--- src/logic/astm_defs.vh ---
// Purpose: constants of the converter serial sequencer
// Assumes: 100 MHz system clock
// Notes:   times in ns, cycle counts derived from them
`ifndef ASTM_DEFS_VH
`define ASTM_DEFS_VH

`define ASTM_CLK_NS          10
`define ASTM_EOCTEST_NS      12000
// least time, so round up to whole cycles
`define ASTM_EOCTEST_CYC     ((`ASTM_EOCTEST_NS + `ASTM_CLK_NS - 1) / `ASTM_CLK_NS)
// 3.6 oscillator periods, rounded up to whole periods
`define ASTM_EXT_OSC_EDGES   4
`define ASTM_WORD_BITS       24
`define ASTM_RES_BITS        22
`define ASTM_CHAN_BITS       5
`define ASTM_IN_BITS         8
`define ASTM_CHAN_LOAD_EDGE  8
`define ASTM_LAST_EDGE       24
`define ASTM_CHAN_RESET      5'h00
`define ASTM_PREFIX_LOAD     3'h5
`define ASTM_SCK_HALF        4
`define ASTM_FIFO_DEPTH      8

`endif

--- src/logic/astm_sync.v ---
// Purpose: two-flop synchroniser for pin inputs
// Assumes: inputs asynchronous to clk_sys
// Notes:   first stage feeds only the second stage
`default_nettype none

module astm_sync #(
    parameter W = 1
) (
    input  wire         clk_sys,
    input  wire         nrst,
    input  wire         ce,
    input  wire [W-1:0] d,
    output reg  [W-1:0] q
);

reg [W-1:0] meta;

always @(posedge clk_sys or negedge nrst) begin
    if (!nrst) begin
        meta <= {W{1'b0}};
        q    <= {W{1'b0}};
    end else if (ce) begin
        meta <= d;
        q    <= meta;
    end
end

endmodule

`default_nettype wire

--- src/logic/astm_fifo.v ---
// Purpose: result buffer between converter core and serial port
// Assumes: same clock on both sides
// Notes:   in_ready is registered so it never glitches
`default_nettype none

module astm_fifo #(
    parameter WIDTH = 22,
    parameter DEPTH = 8
) (
    input  wire             clk_sys,
    input  wire             nrst,
    input  wire             ce,
    input  wire             in_valid,
    output reg              in_ready,
    input  wire [WIDTH-1:0] in_data,
    output wire             out_valid,
    input  wire             out_ready,
    output wire [WIDTH-1:0] out_data
);

localparam AW = (DEPTH > 1) ? $clog2(DEPTH) : 1;

reg [WIDTH-1:0] mem [0:DEPTH-1];
reg [AW-1:0]    wr_ptr;
reg [AW-1:0]    rd_ptr;
reg [AW:0]      count;
wire            push;
wire            pop;
wire [AW:0]     next_count;

assign push       = in_valid & in_ready;
assign pop        = out_valid & out_ready;
assign out_valid  = (count != {(AW+1){1'b0}});
assign out_data   = mem[rd_ptr];
assign next_count = count + {{AW{1'b0}}, push} - {{AW{1'b0}}, pop};

always @(posedge clk_sys) begin
    if (ce && push) begin
        mem[wr_ptr] <= in_data;
    end
end

always @(posedge clk_sys or negedge nrst) begin
    if (!nrst) begin
        wr_ptr   <= {AW{1'b0}};
        rd_ptr   <= {AW{1'b0}};
        count    <= {(AW+1){1'b0}};
        in_ready <= 1'b0;
    end else if (ce) begin
        if (push) begin
            wr_ptr <= (wr_ptr == DEPTH - 1) ? {AW{1'b0}} : wr_ptr + 1'b1;
        end
        if (pop) begin
            rd_ptr <= (rd_ptr == DEPTH - 1) ? {AW{1'b0}} : rd_ptr + 1'b1;
        end
        count    <= next_count;
        in_ready <= (next_count != DEPTH[AW:0]);
    end
end

endmodule

`default_nettype wire

--- src/logic/astm_top.v ---
// Purpose: serial timing sequencer of a multi-channel converter
// Assumes: converter core pushes finished results into res_*
// Notes:   all pins pass astm_sync before use
// Notes on behaviour
// - low SCK at select fall picks external clock
// - data output off while select high, else status
// - status one converting, zero when asleep
// - sleep at completion until first SCK rise
// - sample input on rise, shift output on fall
// - external clock: 24th fall starts conversion
// - new channel applies to the following conversion
// - external abort by select rise starts conversion
// - channel loads only after eight falling edges
// - mode latched from SCK at power-on end
// - three-wire: result loaded when status falls
// - weak pull-up on SCK during select fall
// - internal clock: first rise after check window
// - internal: 24th rise starts conversion, SCK high
// - internal abort by select rise starts conversion
// - continuous: both low, half period, then shift
// - continuous: after 24th rise convert, repeat
// - status stays on output after exchange
// - prefix 101 loads channel, 000/100 keep it
// - select bit chooses differential or common input
// - power-up: channel 0/1 differential, convert
`default_nettype none
`include "astm_defs.vh"

module astm_top #(
    parameter SCK_HALF   = `ASTM_SCK_HALF,
    parameter EOCTEST    = `ASTM_EOCTEST_CYC,
    parameter FIFO_DEPTH = `ASTM_FIFO_DEPTH
) (
    input  wire                       clk_sys,
    input  wire                       nrst,
    input  wire                       ce,
    input  wire                       por_done,
    input  wire                       cs_n_pin,
    input  wire                       sck_in,
    output reg                        sck_out,
    output reg                        sck_oe_n,
    output reg                        sck_pullup_en,
    input  wire                       sdi_pin,
    output reg                        sdo_out,
    output reg                        sdo_oe_n,
    input  wire                       oscillator_source_pin,
    input  wire                       res_valid,
    output wire                       res_ready,
    input  wire [`ASTM_RES_BITS-1:0]  res_data,
    output reg                        conv_start,
    output reg                        conv_busy,
    output reg  [`ASTM_CHAN_BITS-1:0] chan_sel,
    output reg                        int_clk_mode
);

localparam ST_CONV  = 2'd0;
localparam ST_SLEEP = 2'd1;
localparam ST_WAIT  = 2'd2;
localparam ST_XFER  = 2'd3;

////////////////////////////////////////////////////////////////////////////
// pin synchronisers and edge detect

wire [2:0] pins_s;
wire       cs_s;
wire       sck_s;
wire       sdi_s;
wire       osc_s;

// select is synced inverted so that its reset level is the idle high level
astm_sync #(.W(3)) u_sync (
    .clk_sys (clk_sys),
    .nrst    (nrst),
    .ce      (ce),
    .d       ({~cs_n_pin, sck_in, sdi_pin}),
    .q       (pins_s)
);

astm_sync #(.W(1)) u_sync_osc (
    .clk_sys (clk_sys),
    .nrst    (nrst),
    .ce      (ce),
    .d       (oscillator_source_pin),
    .q       (osc_s)
);

assign cs_s  = ~pins_s[2];
assign sck_s = pins_s[1];
assign sdi_s = pins_s[0];

reg                       cs_q;
reg                       sck_q;
reg                       osc_q;
reg                       por_q;
reg [1:0]                 state;
reg [`ASTM_WORD_BITS-1:0] shift_out;
reg [`ASTM_IN_BITS-1:0]   shift_in;
reg [`ASTM_IN_BITS-1:0]   pend_word;
reg                       pend_ok;
reg [4:0]                 rise_cnt;
reg [4:0]                 fall_cnt;
reg [15:0]                hcnt;
reg [15:0]                tcnt;
reg [2:0]                 osc_cnt;
reg                       osc_seen;
reg                       wait_long;

wire cs_fall = cs_q & ~cs_s;
wire cs_rise = ~cs_q & cs_s;

////////////////////////////////////////////////////////////////////////////
// result buffer; completion of a conversion is the arrival of a word

wire                      fifo_valid;
wire [`ASTM_RES_BITS-1:0] fifo_data;
wire                      conv_done;

assign conv_done = (state == ST_CONV) & conv_busy & fifo_valid;

astm_fifo #(.WIDTH(`ASTM_RES_BITS), .DEPTH(FIFO_DEPTH)) u_fifo (
    .clk_sys   (clk_sys),
    .nrst      (nrst),
    .ce        (ce),
    .in_valid  (res_valid),
    .in_ready  (res_ready),
    .in_data   (res_data),
    .out_valid (fifo_valid),
    .out_ready (conv_done),
    .out_data  (fifo_data)
);

////////////////////////////////////////////////////////////////////////////
// serial clock events, from the pin or from the internal divider

wire int_tick = int_clk_mode & (state == ST_XFER)
              & (hcnt == SCK_HALF - 1);
wire ext_rise = ~int_clk_mode & ~cs_s & sck_s & ~sck_q;
wire ext_fall = ~int_clk_mode & ~cs_s & ~sck_s & sck_q;
wire rise_ev  = int_clk_mode ? (int_tick & ~sck_out) : ext_rise;
wire fall_ev  = int_clk_mode ? (int_tick & sck_out) : ext_fall;

// the check window uses the external oscillator once one is seen toggling
wire wait_done = wait_long
    ? (osc_seen ? (osc_cnt >= `ASTM_EXT_OSC_EDGES)
                : (tcnt >= EOCTEST - 1))
    : (tcnt >= SCK_HALF - 1);

// a started exchange may be aborted; before the first fall (external) or rise (internal) it is only a check
wire abort_ok = int_clk_mode ? (rise_cnt != 5'd0)
                             : (fall_cnt != 5'd0);

wire [4:0] rise_nxt = rise_cnt + 5'd1;
wire [4:0] fall_nxt = fall_cnt + 5'd1;

////////////////////////////////////////////////////////////////////////////
// sequencer

task start_conv;
    begin
        state      <= ST_CONV;
        conv_start <= 1'b1;
        conv_busy  <= 1'b1;
        sdo_out    <= 1'b1;
        sck_out    <= 1'b1;
        rise_cnt   <= 5'd0;
        fall_cnt   <= 5'd0;
        pend_ok    <= 1'b0;
        // selection taken during the exchange takes effect now only
        if (pend_ok &&
            pend_word[7:5] == `ASTM_PREFIX_LOAD) begin
            chan_sel <= pend_word[4:0];
        end
    end
endtask

always @(posedge clk_sys or negedge nrst) begin
    if (!nrst) begin
        cs_q          <= 1'b1;
        sck_q         <= 1'b0;
        osc_q         <= 1'b0;
        por_q         <= 1'b0;
        state         <= ST_CONV;
        shift_out     <= 24'h00_0000;
        shift_in      <= 8'h00;
        pend_word     <= 8'h00;
        pend_ok       <= 1'b0;
        rise_cnt      <= 5'd0;
        fall_cnt      <= 5'd0;
        hcnt          <= 16'h0000;
        tcnt          <= 16'h0000;
        osc_cnt       <= 3'd0;
        osc_seen      <= 1'b0;
        wait_long     <= 1'b0;
        sck_out       <= 1'b0;
        sck_oe_n      <= 1'b1;
        sck_pullup_en <= 1'b1;
        sdo_out       <= 1'b1;
        sdo_oe_n      <= 1'b1;
        conv_start    <= 1'b0;
        conv_busy     <= 1'b0;
        chan_sel      <= `ASTM_CHAN_RESET;
        int_clk_mode  <= 1'b1;
    end else if (ce) begin
        cs_q       <= cs_s;
        sck_q      <= sck_s;
        osc_q      <= osc_s;
        por_q      <= por_done;
        conv_start <= 1'b0;
        // pull-up only while nobody should be driving the clock low
        sck_pullup_en <= ~por_done | cs_s;
        sdo_oe_n <= cs_s;
        // the internal clock is only driven while select is low; not in
        // the cycle that relatches the mode, nor before power-on is seen
        sck_oe_n <= ~int_clk_mode | cs_s | cs_fall | ~por_q;
        if (osc_s && !osc_q) begin
            osc_seen <= 1'b1;
            if (osc_cnt != 3'd7) begin
                osc_cnt <= osc_cnt + 3'd1;
            end
        end
        hcnt <= (int_tick || state != ST_XFER) ? 16'h0000 : hcnt + 16'h0001;
        if (tcnt != 16'hffff) begin
            tcnt <= tcnt + 16'h0001;
        end

        if (por_done && !por_q) begin
            int_clk_mode <= sck_s;
            start_conv;
        end else if (por_done) begin
            if (cs_fall) begin
                int_clk_mode <= sck_s;
            end
            case (state)
            ST_CONV: begin
                sdo_out <= 1'b1;
                sck_out <= 1'b1;
                if (conv_done) begin
                    conv_busy <= 1'b0;
                    sdo_out   <= 1'b0;
                    // word 23 is status, 22 is a dummy zero
                    shift_out <= {2'b00, fifo_data};
                    sck_out   <= 1'b0;
                    tcnt      <= 16'h0000;
                    wait_long <= 1'b0;
                    state     <= (int_clk_mode && !cs_s)
                               ? ST_WAIT : ST_SLEEP;
                end
            end
            ST_SLEEP: begin
                sdo_out <= 1'b0;
                sck_out <= 1'b0;
                if (cs_fall && sck_s) begin
                    // select fell with clock high: internal check
                    tcnt      <= 16'h0000;
                    osc_cnt   <= 3'd0;
                    wait_long <= 1'b1;
                    state     <= ST_WAIT;
                end else if (ext_rise && !cs_fall) begin
                    shift_in <= {shift_in[6:0], sdi_s};
                    rise_cnt <= 5'd1;
                    state    <= ST_XFER;
                end
            end
            ST_WAIT: begin
                sck_out <= 1'b0;
                if (cs_rise) begin
                    state <= ST_SLEEP;
                end else if (wait_done) begin
                    sck_out  <= 1'b1;
                    shift_in <= {shift_in[6:0], sdi_s};
                    rise_cnt <= 5'd1;
                    state    <= ST_XFER;
                end
            end
            ST_XFER: begin
                sdo_out <= shift_out[`ASTM_WORD_BITS-1];
                if (int_tick) begin
                    sck_out <= ~sck_out;
                end
                if (cs_rise) begin
                    if (abort_ok) begin
                        start_conv;
                    end else begin
                        state    <= ST_SLEEP;
                        rise_cnt <= 5'd0;
                    end
                end else if (rise_ev) begin
                    rise_cnt <= rise_nxt;
                    if (rise_cnt < `ASTM_IN_BITS) begin
                        shift_in <= {shift_in[6:0], sdi_s};
                    end
                    if (int_clk_mode &&
                        rise_nxt == `ASTM_LAST_EDGE) begin
                        start_conv;
                    end
                end else if (fall_ev) begin
                    fall_cnt  <= fall_nxt;
                    shift_out <= {shift_out[22:0], 1'b0};
                    sdo_out   <= shift_out[`ASTM_WORD_BITS-2];
                    if (fall_nxt == `ASTM_CHAN_LOAD_EDGE) begin
                        pend_word <= shift_in;
                        pend_ok   <= 1'b1;
                    end
                    if (!int_clk_mode &&
                        fall_nxt == `ASTM_LAST_EDGE) begin
                        start_conv;
                    end
                end
            end
            default: begin
                state <= ST_CONV;
            end
            endcase
        end
    end
end

endmodule

`default_nettype wire

--- config.mk ---
export PLATFORM = sky130hd
export DESIGN_NAME = astm_top
export DESIGN_NICKNAME = d
export VERILOG_FILES = /design/src/logic/astm_sync.v /design/src/logic/astm_fifo.v /design/src/logic/astm_top.v
export VERILOG_INCLUDE_DIRS = /design/src /design/src/logic
export SDC_FILE = /design/constraint.sdc
export NUM_CORES = 1
export LEC_CHECK = 0
export ABC_CLOCK_PERIOD_IN_PS = 3700
export BUFFER_PORTS_ARGS = -buffer_cell sky130_fd_sc_hd__buf_2
export CORE_UTILIZATION = 41
export DETAILED_ROUTE_END_ITERATION = 7
export HOLD_SLACK_MARGIN = 0.05
export PLACE_DENSITY = 0.58
export SLEW_MARGIN = 30
export SYNTH_ARGS = -nofsm -noshare
export SYNTH_HDL_FRONTEND = slang
export SYNTH_HIERARCHICAL = 1
export SYNTH_SLANG_ARGS = --single-unit
--- constraint.sdc ---
create_clock -name clk_sys -period 3.7 [get_ports clk_sys]
set_input_delay 0.37 -clock clk_sys [delete_from_list [all_inputs] [get_ports clk_sys]]
set_output_delay 0.37 -clock clk_sys [all_outputs]
set_load 0.02 [all_outputs]
==> reports/results.tsv <==
stage	metric	value	unit
status	outcome	complete, no violations	
timing	slew_headroom	50.9	%
critical_path	crit_path_cell_trace	inv_1 > ha_1 > or3b_2 > and3_1 > and2_1 > ha_1 > inv_1 > ha_1 > inv_1 > fa_1 > nand2b_1 > a2111oi_0 > a211oi_1	
placement	hpwl	16000	µm
detailed_routing	wirelength	26200	µm
die	die_h	183	µm
global_route	grt_overflow_total	0	
clock_tree	clkLatencyLatePin	0.53	ns
synth	synth_cell_type_count	77	
final_layout	final_cell_mix	edfxtp_1 (176), dfrtp_1 (118), nand2_1 (72)	
detailed_routing	vias_per_cell	5.31	
synth	synth_warnings	6	
critical_path	crit_type	reg -> reg	
power	p_total	10.4	mW
critical_path	critical_path_buf_inv_count	3	
final_layout	drive_gt1_share	22.0	%
detailed_routing	dr.first_iter.drc_count	410	
timing	fin_tns_setup	0	ns
clock_tree	cts-root-buf	clkbuf_16	
clock_tree	clkSlewWorstSetupHoldPaths	0.06	ns
die	io_pins	45	
synth	seq_area_frac_synth	62.5	%
die	coreArea	32000	µm²
detailed_routing	post_drt_wl_per_cell	18.2	µm
critical_path	cp.arrival	3.65	ns
timing	grt_setup_unrepaired	no	
timing	fmax	0.307	GHz
power	p_leak	5.89	nW
power	powerDensity	678	nW/µm²
global_route	grt_max_degree	89	
die	die_w	183	µm
detailed_routing	firstDrtPassIters	5	
timing	timing.final.max_slew_violations	0	
critical_path	start_kind	register	
critical_path	cpLargestDelayFamily	adder cells	
placement	globalplace.congestion	0.804	
global_route	grt_antenna_before_repair	4	
synth	synth-edff-count	176	
timing	setup_violations	0	
synth	dominantRegCellSynth	edfxtp_1	
die	rows	65	
timing	fin_skew	0.0206	ns
detailed_routing	vias	7669	
critical_path	slowest_delay	0.53	ns
power	ir_drop	0.418	mV
synth	syn_nets	973	
final_layout	fin_area	15400	µm²
critical_path	cp_max_fo	4	
clock_tree	cts_tree	done	
synth	yosys-top-cells-area	edfxtp_1 (39%), dfrtp_1 (22%), mux4_1 (5.7%)	
clock_tree	clock_sinks	301	
clock_tree	ctsResizeCount	0	
timing	worst_slew_pin_slew	0.733	ns
critical_path	end_kind	register	
final_layout	syn_to_final_growth	14.2	%
synth	syn_area_per_cell	14.6	µm²
synth	yosys.area.top_type_share	39.3	%
placement	placed_area	14200	µm²
synth	synth_top_area_cell	edfxtp_1	
placement	port_buffers	44	
synth	synthArstFlopShare	41.5	%
global_route	grt_pass1_vias	7670	
clock_tree	h-tree-depth	2	
final_layout	finalNetCount	1038	
synth	netlist_area	13500	µm²
synth	synth_seq_cells	301	
flow_run	max-cap-violations	0	
hold_path	hold_path.class	in -> reg	
critical_path	crit_path_top_delay_cell	fa_1	
final_layout	final_common_cell	edfxtp_1	
clock_tree	numCtsBuffers	34	
timing	fin_crit_sh	88.0	%
timing	min_period	3.26	ns
clock_tree	cts_setup_buffers	0	
die	die_area	33600	µm²
detailed_routing	drtAntennaViolNets	0	
critical_path	required	4.09	ns
global_route	grt_pass1_wl	42400	µm
die	start_util	42.1	%
detailed_routing	drcViolationCount	0	
clock_tree	cts_max_path_buffers	3	
synth	synthCells	919	
timing	hold_violations	0	
global_route	track_usage	16.2	%
cell families (layout without fill, tap and decap cells):
group	after synthesis	count (layout)	synth area share (%)
buf+inv	61	151	2.18
other cells	0	1	0
mux	135	135	15.8
xor+xnor	24	24	1.56
fa+ha+maj	23	23	2.19
flops	301	301	62.5
compound gates	120	120	6.06
simple gates	255	255	9.63
worst paths after layout:
path | slack (ns) | cells after the start | from | end
min in group asynchronous | 0.32 | 2 | nrst | hcnt[7]
min | 0.08 | 2 | oscillator_source_pin | u_sync_osc/meta
min reg2reg | 0.48 | 2 | shift_out[4] | shift_out[4]
max in group asynchronous | 2.50 | 4 | nrst | tcnt[5]
max | 0.44 | 13 | u_fifo/count[2] | u_fifo/in_ready
max reg2reg | 0.44 | 13 | u_fifo/count[2] | u_fifo/in_ready
synth_stat cells, types with 11 or more instances:
library cell	n
a21oi_1	22
and3_1	12
clkbuf_1	20
dfrtp_1	120
edfxtp_1	176
ha_1	22
inv_1	21
mux2_2	52
mux2_4	11
mux2i_1	28
mux4_1	29
mux4_2	15
nand2_1	72
nand3_1	31
nand4_1	11
nor2_1	64
nor3_1	17
o21ai_0	43
xor2_1	17
cell type report:
| class | instances | area (µm²) |
|---|---|---|
| Antenna cell | 1 | 2.50 |
| Clock buffer | 55 | 1000 |
| Clock inverter | 6 | 82.6 |
| Fill cell | 2807 | 16600 |
| Inverter | 21 | 78.8 |
| Multi-Input combinational cell | 557 | 4790 |
| Sequential cell | 301 | 8420 |
| Tap cell | 435 | 544 |
| Timing Repair Buffer | 69 | 452 |
metrics by stage:
stage / utilization (%) / worst slack [ns] / std cells / hold WS, ns
final: 48.1 / 0.444 / 1445 / 0.0787
after global routing: 48.1 / 0.246 / 1444 / 0.0683
after CTS: 48.0 / 0.424 / 1443 / 0.0591
after detailed placement: 44.5 / 0.462 / 1380 / 0.472
after global placement: 44.5 / 0.563 / 1380 / 0.462
after floorplan: - / 0.324 / 919 / 0.0744
what timing repair did:
action	4_1_cts	5_1_grt
setup endpoints to repair	0	0
endpoints found under the hold margin	82	0
hold buffers	2	0
sequential cells by signal, indices dropped and copies added, names as in the netlist, 2 cells and up:
register,count
hcnt,16
shift_in,8
rise_cnt,5
shift_out,24
osc_cnt,3
u_sync/meta,3
u_fifo/rd_ptr,3
u_sync/q,3
u_fifo/wr_ptr,3
state,2
u_fifo/mem,176
tcnt,16
pend_word,8
chan_sel,5
fall_cnt,5
u_fifo/count,4
report_power, final:
part | total, mW | internal (mW) | switching (mW)
clock | 3.23 | 1.88 | 1.35
combinational | 2.67 | 1.34 | 1.33
sequential | 4.52 | 4.07 | 0.448
total | 10.4 | 7.29 | 3.13
metal layers:
metal | vias up | track usage (%) | wire length (µm)
li1 | 3665 | - | -
met5 | - | 0 | 35
met2 | 143 | 27.1 | 12800
met1 | 3811 | 21.6 | 11800
met3 | 44 | 3.12 | 1150
met4 | 6 | 4.60 | 484
worst reg2reg max path, cell delays in order (launching register included):
cell	delay, ns
dfrtp_1	0.35
inv_1	0.09
ha_1	0.14
or3b_2	0.48
and3_1	0.25
and2_1	0.15
ha_1	0.28
inv_1	0.05
ha_1	0.15
inv_1	0.05
fa_1	0.53
nand2b_1	0.08
a2111oi_0	0.43
a211oi_1	0.09
No activity file was read; power rests on OpenSTA's default activity.
